===== src/rtl/act_pkg.sv =====
package act_pkg;
  // Register byte offsets
  localparam logic [11:0] ACT_OFF_CTRL  = 12'h000;
  localparam logic [11:0] ACT_OFF_LOW   = 12'h004;
  localparam logic [11:0] ACT_OFF_HIGH  = 12'h008;
  localparam logic [11:0] ACT_OFF_STAT  = 12'h00C;
  localparam logic [11:0] ACT_OFF_MASK  = 12'h010;
  localparam logic [11:0] ACT_OFF_CMPA  = 12'h014;
  localparam logic [11:0] ACT_OFF_CMPB  = 12'h018;
  // Control bit positions
  localparam int ACT_B_ON     = 0;
  localparam int ACT_B_CS     = 1;
  localparam int ACT_B_BYPASS = 2;
  localparam int ACT_B_OSCEN  = 3;
  localparam int ACT_B_SLEEP  = 4;
  // Status / mask bit positions
  localparam int ACT_B_OVF    = 0;
  // Compare register fields: value [15:0], mode [19:16]
  localparam int ACT_CMP_MODE_LSB = 16;
  localparam logic [3:0]  ACT_MODE_SPECIAL = 4'hB;
  // Reset values
  localparam logic [4:0]  ACT_CTRL_RST = 5'h00;
  localparam logic [15:0] ACT_COUNT_INIT = 16'h0000;
  localparam logic [19:0] ACT_CMP_RST  = 20'h00000;
  // Oscillator rating
  localparam int ACT_OSC_MAX_KHZ = 200;
  localparam int ACT_PCLK_KHZ    = 40000;
endpackage


===== src/rtl/act_timer.sv =====
`timescale 1ns/1ps
`default_nettype none
module act_timer
  import act_pkg::*;
(
  input  wire logic        pclk,
  input  wire logic        presetn,
  input  wire logic        psel,
  input  wire logic        penable,
  input  wire logic        pwrite,
  input  wire logic [11:0] paddr,
  input  wire logic [31:0] pwdata,
  output logic [31:0]      prdata,
  output logic             pready,
  output logic             pslverr,
  input  wire logic        ext_count_input,
  input  wire logic        aux_osc_input,
  output logic             aux_osc_output,
  output logic             aux_osc_output_en_n,
  output logic             cmp_match_a,
  output logic             cmp_match_b,
  output logic             wake,
  output logic             irq
);
  // ----------------------------------------------------------------
  // Registers and state
  // ----------------------------------------------------------------
  logic [4:0]  timer_control_reg_r;
  logic [15:0] count_r;
  logic [15:0] count_nxt;
  logic [7:0]  count_low_byte;
  logic [7:0]  count_high_byte;
  logic        overflow_flag_r;
  logic        mask_r;
  logic [19:0] cmpa_r;
  logic [19:0] cmpb_r;
  logic        prescale_r;
  logic        pin_rise;
  logic        osc_rise;
  logic        src_rise;
  logic        tick;
  logic        timer_on;
  logic        clock_source_select;
  logic        sync_bypass;
  logic        aux_osc_enable;
  logic        sleep_mode;
  logic        wr;
  logic        wr_low;
  logic        wr_high;
  logic        sev_a;
  logic        sev_b;
  logic        sev;
  logic        wrap;
  logic        mapped;

  assign timer_on            = timer_control_reg_r[ACT_B_ON];
  assign clock_source_select = timer_control_reg_r[ACT_B_CS];
  assign sync_bypass         = timer_control_reg_r[ACT_B_BYPASS];
  assign aux_osc_enable      = timer_control_reg_r[ACT_B_OSCEN];
  assign sleep_mode          = timer_control_reg_r[ACT_B_SLEEP];
  assign count_low_byte      = count_r[7:0];
  assign count_high_byte     = count_r[15:8];

  // ----------------------------------------------------------------
  // APB decode
  // ----------------------------------------------------------------
  assign pready  = 1'b1;
  assign wr      = psel & penable & pwrite;
  assign wr_low  = wr & (paddr == ACT_OFF_LOW);
  assign wr_high = wr & (paddr == ACT_OFF_HIGH);
  assign mapped  = (paddr == ACT_OFF_CTRL) | (paddr == ACT_OFF_LOW) | (paddr == ACT_OFF_HIGH) |
                   (paddr == ACT_OFF_STAT) | (paddr == ACT_OFF_MASK) | (paddr == ACT_OFF_CMPA) |
                   (paddr == ACT_OFF_CMPB);
  assign pslverr = psel & penable & ~mapped;

  // ----------------------------------------------------------------
  // Clock source edges
  // ----------------------------------------------------------------
  // Both pins are sampled; the synchroniser is the only legal way in on one clock
  act_edge_det u_pin (
    .pclk    (pclk),
    .presetn (presetn),
    .din     (ext_count_input),
    .rise    (pin_rise)
  );

  act_edge_det u_osc (
    .pclk    (pclk),
    .presetn (presetn),
    .din     (aux_osc_input),
    .rise    (osc_rise)
  );

  // Oscillator chooses its own input over the pin
  assign src_rise = aux_osc_enable ? osc_rise : pin_rise;

  // Crystal amplifier: inverted input, driven only when enabled
  assign aux_osc_output      = ~aux_osc_input & aux_osc_enable;
  assign aux_osc_output_en_n = ~aux_osc_enable;

  // Prescaler fixed at 1:1; one stage kept so a count write can clear it
  always_ff @(posedge pclk or negedge presetn) begin
    if (!presetn) begin
      prescale_r <= 1'b0;
    end else if (wr_low | wr_high) begin
      prescale_r <= 1'b0;
    end else begin
      prescale_r <= src_rise;
    end
  end

  // Bypass mode keeps counting in sleep; synced mode stalls in sleep.
  // With one system clock the bypass path still sees each pin edge once,
  // which is the best an edge-sampled design can offer.
  always_comb begin
    tick = 1'b0;
    if (timer_on & clock_source_select & (sync_bypass | ~sleep_mode)) begin
      tick = prescale_r;
    end
  end

  // ----------------------------------------------------------------
  // Compare units and special event trigger
  // ----------------------------------------------------------------
  // Async mode is no time base for compares
  assign cmp_match_a = (count_r == cmpa_r[15:0]) & ~(clock_source_select & sync_bypass);
  assign cmp_match_b = (count_r == cmpb_r[15:0]) & ~(clock_source_select & sync_bypass);
  assign sev_a = cmp_match_a & (cmpa_r[ACT_CMP_MODE_LSB +: 4] == ACT_MODE_SPECIAL);
  assign sev_b = cmp_match_b & (cmpb_r[ACT_CMP_MODE_LSB +: 4] == ACT_MODE_SPECIAL);
  // Trigger not performed in async mode, which the host must accept
  assign sev   = sev_a | sev_b;
  assign wrap  = tick & (count_r == 16'hFFFF);

  // ----------------------------------------------------------------
  // Counter
  // ----------------------------------------------------------------
  always_comb begin
    count_nxt = count_r;
    if (wr_low) begin
      count_nxt = {count_r[15:8], pwdata[7:0]};
    end else if (wr_high) begin
      count_nxt = {pwdata[7:0], count_r[7:0]};
    end else if (sev) begin
      count_nxt = ACT_COUNT_INIT;
    end else if (tick) begin
      count_nxt = count_r + 16'h0001;
    end
  end

  // Count is not touched by reset; plain clocked register
  always_ff @(posedge pclk) begin
    count_r <= count_nxt;
  end

  // ----------------------------------------------------------------
  // Control, compare and mask registers
  // ----------------------------------------------------------------
  always_ff @(posedge pclk or negedge presetn) begin
    if (!presetn) begin
      timer_control_reg_r <= ACT_CTRL_RST;
      mask_r              <= 1'b0;
      cmpa_r              <= ACT_CMP_RST;
      cmpb_r              <= ACT_CMP_RST;
    end else if (wr) begin
      if (paddr == ACT_OFF_CTRL) timer_control_reg_r <= pwdata[4:0];
      if (paddr == ACT_OFF_MASK) mask_r <= pwdata[ACT_B_OVF];
      if (paddr == ACT_OFF_CMPA) cmpa_r <= pwdata[19:0];
      if (paddr == ACT_OFF_CMPB) cmpb_r <= pwdata[19:0];
    end
  end

  // ----------------------------------------------------------------
  // Overflow flag: set wins over write-one-to-clear
  // ----------------------------------------------------------------
  // A trigger reset never reaches this flag, only a true wrap
  always_ff @(posedge pclk or negedge presetn) begin
    if (!presetn) begin
      overflow_flag_r <= 1'b0;
    end else if (wrap & ~wr_low & ~wr_high & ~sev) begin
      overflow_flag_r <= 1'b1;
    end else if (wr & (paddr == ACT_OFF_STAT) & pwdata[ACT_B_OVF]) begin
      overflow_flag_r <= 1'b0;
    end
  end

  assign irq  = overflow_flag_r & mask_r;
  assign wake = irq & sleep_mode;

  // ----------------------------------------------------------------
  // Read data, registered on the setup cycle
  // ----------------------------------------------------------------
  // Whole byte captured from one count value, so no torn byte
  always_ff @(posedge pclk or negedge presetn) begin
    if (!presetn) begin
      prdata <= 32'h00000000;
    end else if (psel & ~penable & ~pwrite) begin
      unique case (paddr)
        ACT_OFF_CTRL: prdata <= {27'h0000000, timer_control_reg_r};
        ACT_OFF_LOW:  prdata <= {24'h000000, count_low_byte};
        ACT_OFF_HIGH: prdata <= {24'h000000, count_high_byte};
        ACT_OFF_STAT: prdata <= {31'h00000000, overflow_flag_r};
        ACT_OFF_MASK: prdata <= {31'h00000000, mask_r};
        ACT_OFF_CMPA: prdata <= {12'h000, cmpa_r};
        ACT_OFF_CMPB: prdata <= {12'h000, cmpb_r};
        default:      prdata <= 32'h00000000;
      endcase
    end
  end
endmodule
`default_nettype wire


===== src/rtl/act_edge_det.sv =====
`timescale 1ns/1ps
`default_nettype none
// Two-flop synchroniser with rising edge pulse
module act_edge_det
  import act_pkg::*;
(
  input  wire logic pclk,
  input  wire logic presetn,
  input  wire logic din,
  output logic      rise
);
  logic s1_r;
  logic s2_r;
  logic s3_r;

  // Only s2_r and s3_r feed the edge compare; s1_r may be metastable
  always_ff @(posedge pclk or negedge presetn) begin
    if (!presetn) begin
      s1_r <= 1'b0;
      s2_r <= 1'b0;
      s3_r <= 1'b0;
    end else begin
      s1_r <= din;
      s2_r <= s1_r;
      s3_r <= s2_r;
    end
  end

  assign rise = s2_r & ~s3_r;
endmodule
`default_nettype wire


===== config.mk =====
export PLATFORM = sky130hd
export DESIGN_NAME = act_timer
export DESIGN_NICKNAME = d
export VERILOG_FILES = /design/src/rtl/act_pkg.sv /design/src/rtl/act_timer.sv /design/src/rtl/act_edge_det.sv
export SDC_FILE = /design/constraint.sdc
export NUM_CORES = 1
export LEC_CHECK = 0
export ABC_AREA = 1
export BUFFER_PORTS_ARGS = -buffer_cell sky130_fd_sc_hd__buf_2
export CORE_ASPECT_RATIO = 0.75
export CORE_MARGIN = 5
export CORE_UTILIZATION = 50
export CTS_CLUSTER_DIAMETER = 100
export DETAILED_ROUTE_END_ITERATION = 8
export GPL_TIMING_DRIVEN = 1
export HOLD_SLACK_MARGIN = 0.05
export PLACE_DENSITY = 0.77
export SYNTH_ARGS = -nofsm -noshare
export SYNTH_HDL_FRONTEND = slang
export SYNTH_SLANG_ARGS = --single-unit

===== constraint.sdc =====
create_clock -name pclk -period 1.95 [get_ports pclk]
set_input_delay 0.39 -clock pclk [delete_from_list [all_inputs] [get_ports pclk]]
set_output_delay 0.39 -clock pclk [all_outputs]
set_load 0.01 [all_outputs]

==> run_results.csv <==
group,metric,value,unit
status,status,"complete, but fails checks",
status,failed_checks,"negative setup slack",
global_routing,gr-total-overflow,0,
layout,final_common_cell,"nand2_1",
critical_path,end_kind,"primary output",
detailed_routing,ant_nets,0,
job,drv_cap,0,
layout,syn_to_final_growth,25.6,%
layout,finish.utilization,63.6,%
sta,setup_viol,23,
layout,instances_no_fill,970,
layout,num_antenna_cells,0,
yosys,synth_edf_count,16,
layout,drive_gt1_share,22.9,%
cts,cts_tree,"yes",
global_routing,antenna_found_initial,0,
detailed_routing,drc,0,
place,place_congestion,0.961,
yosys,ys.flop_type,"dfrtp_1",
floorplan,die_area,12400,µm²
detailed_routing,wl_per_cell,15.7,µm
sta,fin_crit_sh,104,%
layout,final_cell_mix,"nand2_1, inv_1, dfrtp_1",
critical_path,crit_type,"register to primary output",
floorplan,ios,91,
detailed_routing,via_count,5139,
global_routing,grt_pass1_vias,4759,
detailed_routing,firstDrtPassIters,8,
cts,hold_buffers,0,
critical_path,startpoint_type,"register",
layout,stdcell_area,6470,µm²
sta,worstMarginPinSlew,544,ps
sta,max_freq,0.492,GHz
floorplan,die_h,97.9,µm
pwr,max-vdd-ir-drop,0.484,mV
detailed_routing,wirelength,15300,µm
sta,drv_slew,0,
critical_path,cp_max_fo,4,
sta,holdWs,75.3,ps
yosys,syn_inst,702,
floorplan,coreArea,10200,µm²
cts,clock_latency,340,ps
yosys,synth_cell_types,35,
sta,fin_ws,-82.9,ps
layout,regArea,2330,µm²
global_routing,grt_pass1_wl,24100,µm
sta,period_needed,2030,ps
layout,fill_cells,903,
yosys,ys_seq_area_share,45.3,%
cts,path_clk_slew,60,ps
place,portBuffers,65,
layout,multi_input_area,2350,µm²
pwr,fin_total_pwr,3.98,mW
critical_path,cp.arrival,1640,ps
sta,slew_headroom,63.7,%
place,pre_cts_slack,-16.1,ps
sta,fin_tns_setup,-860,ps
yosys,avgSynthCellArea,7.33,µm²
critical_path,required,1560,ps
place,placed_area,5990,µm²
cts,cts_max_path_buffers,2,
layout,fin_nets,881,
yosys,yosys_warnings,0,
floorplan,core.rowCount,32,
yosys,syn_area,5150,µm²
yosys,synth_async_sr_flop_share,82.2,%
floorplan,die_x,127,µm
place,placed_cells,945,
pwr,powerDensity,616,nW/µm²
sta,timing.final.hold_violations,0,
detailed_routing,viasPerCell,5.30,
global_routing,grt_max_degree,75,
yosys,ys_ff_latch,90,
cts,numCtsBuffers,9,
global_routing,grt_use_total,24.5,%
pwr,p_leak,3.43,nW
cts,cts-root-buf,"clkbuf_16",
place,place_hpwl,11300,µm
cts,h-tree-depth,3,
cts,numClockSinks,90,
detailed_routing,drt_iter0_drc,602,
sta,rsz0062_at_grt,"true",
sta,fin_skew,7.54,ps
worst_hold_path,hold_class,"primary input to async pin",
floorplan,initial_core_util,50.6,%
-- power breakdown --
group / internal (mW) / switching [mW] / leakage [nW]
clock network: 1.13 / 0.756 / 0.160
registers: 1.92 / 0.00354 / 1.11
logic: 0.0542 / 0.118 / 2.16
-- critical path, cell delays in order (launching register included) --
cell and delay (ps):
edfxtp_1 480, buf_4 190, xnor2_2 120, nand3_1 100, nor2_2 120, and3_4 200
buf_6 100
-- cells by family after synthesis --
logic type               after synthesis  synth area share (%)
AO/OA/AOI/OAI                        102                  10.6
XOR/XNOR                              12                  2.04
adder cells (fa/ha/maj)                1                 0.243
buffers and inverters                129                  11.3
flip-flops                            90                  45.3
other                                  2                 0.146
AND/OR/NAND/NOR                      366                  30.4
-- layout make-up --
type / instances / share of cell area (%)
Clock buffer: 9 / 3.48
Clock inverter: 7 / 1.55
Inverter: 98 / 5.75
Multi-Input combinational cell: 494 / 36.3
Sequential cell: 90 / 36.1
Tap cell: 136 / 2.63
Timing Repair Buffer: 136 / 14.2
-- flip-flops by register name, indices dropped and copies added, names as in the netlist, 5 cells and up --
name,cells
prdata,20
cmpb_r,20
timer_control_reg_r,5
count_r,16
cmpa_r,20
-- metal layers --
| layer | vias up | routed length (µm) | track usage, % |
|---|---|---|---|
| met5 | - | 0 | 0 |
| met4 | 0 | 274 | 6.10 |
| met3 | 34 | 1660 | 6.23 |
| met2 | 269 | 6510 | 35.7 |
| met1 | 2370 | 6810 | 36.6 |
| li1 | 2466 | - | - |
-- Yosys cell counts, types with 2 or more instances --
cell | n | area (µm²)
o22ai_1 | 14 | 87.6
xor2_1 | 6 | 52.6
o21ai_1 | 19 | 95.1
clkbuf_1 | 6 | 22.5
o21ai_0 | 55 | 275
nor3_1 | 12 | 60.1
edfxtp_1 | 16 | 480
buf_2 | 5 | 25.0
xnor2_1 | 6 | 52.6
nand2_1 | 238 | 893
nand2_2 | 5 | 31.3
dfrtp_1 | 74 | 1850
o211ai_1 | 4 | 30.0
nand4_1 | 16 | 100
nor2_2 | 4 | 25.0
nand3b_1 | 4 | 30.0
and3_1 | 2 | 12.5
nand3_1 | 28 | 140
nor4_1 | 2 | 12.5
inv_1 | 90 | 338
buf_6 | 5 | 56.3
nor2_1 | 48 | 180
a21oi_1 | 7 | 35.0
a21o_1 | 2 | 15.0
buf_4 | 14 | 105
nand4_2 | 2 | 25.0
conb_1 | 2 | 7.51
nor2_4 | 3 | 33.8
inv_2 | 7 | 26.3
-- worst paths after layout --
kind | start | endpoint | slack (ps) | depth (start not counted)
setup / recovery | count_r[1] | cmp_match_a | -80 | 6
hold / removal | presetn | prdata[4] | 80 | 2
setup reg to reg | count_r[1] | count_r[7] | -60 | 10
hold reg to reg | u_pin.s1_r | u_pin.s2_r | 360 | 0
max in group asynchronous | presetn | cmpb_r[6] | 1570 | 2
min in group pclk | ext_count_input | u_pin.s1_r | 150 | 1
-- repair_timing --
| action | in CTS | in global routing |
|---|---|---|
| endpoints found under the setup margin | 27 | 34 |
| buffers inserted | 4 | 5 |
| pin swaps | 6 | 4 |
| gates resized for setup | 12 | 11 |
Note: power is estimated with default switching activity, not from simulation.
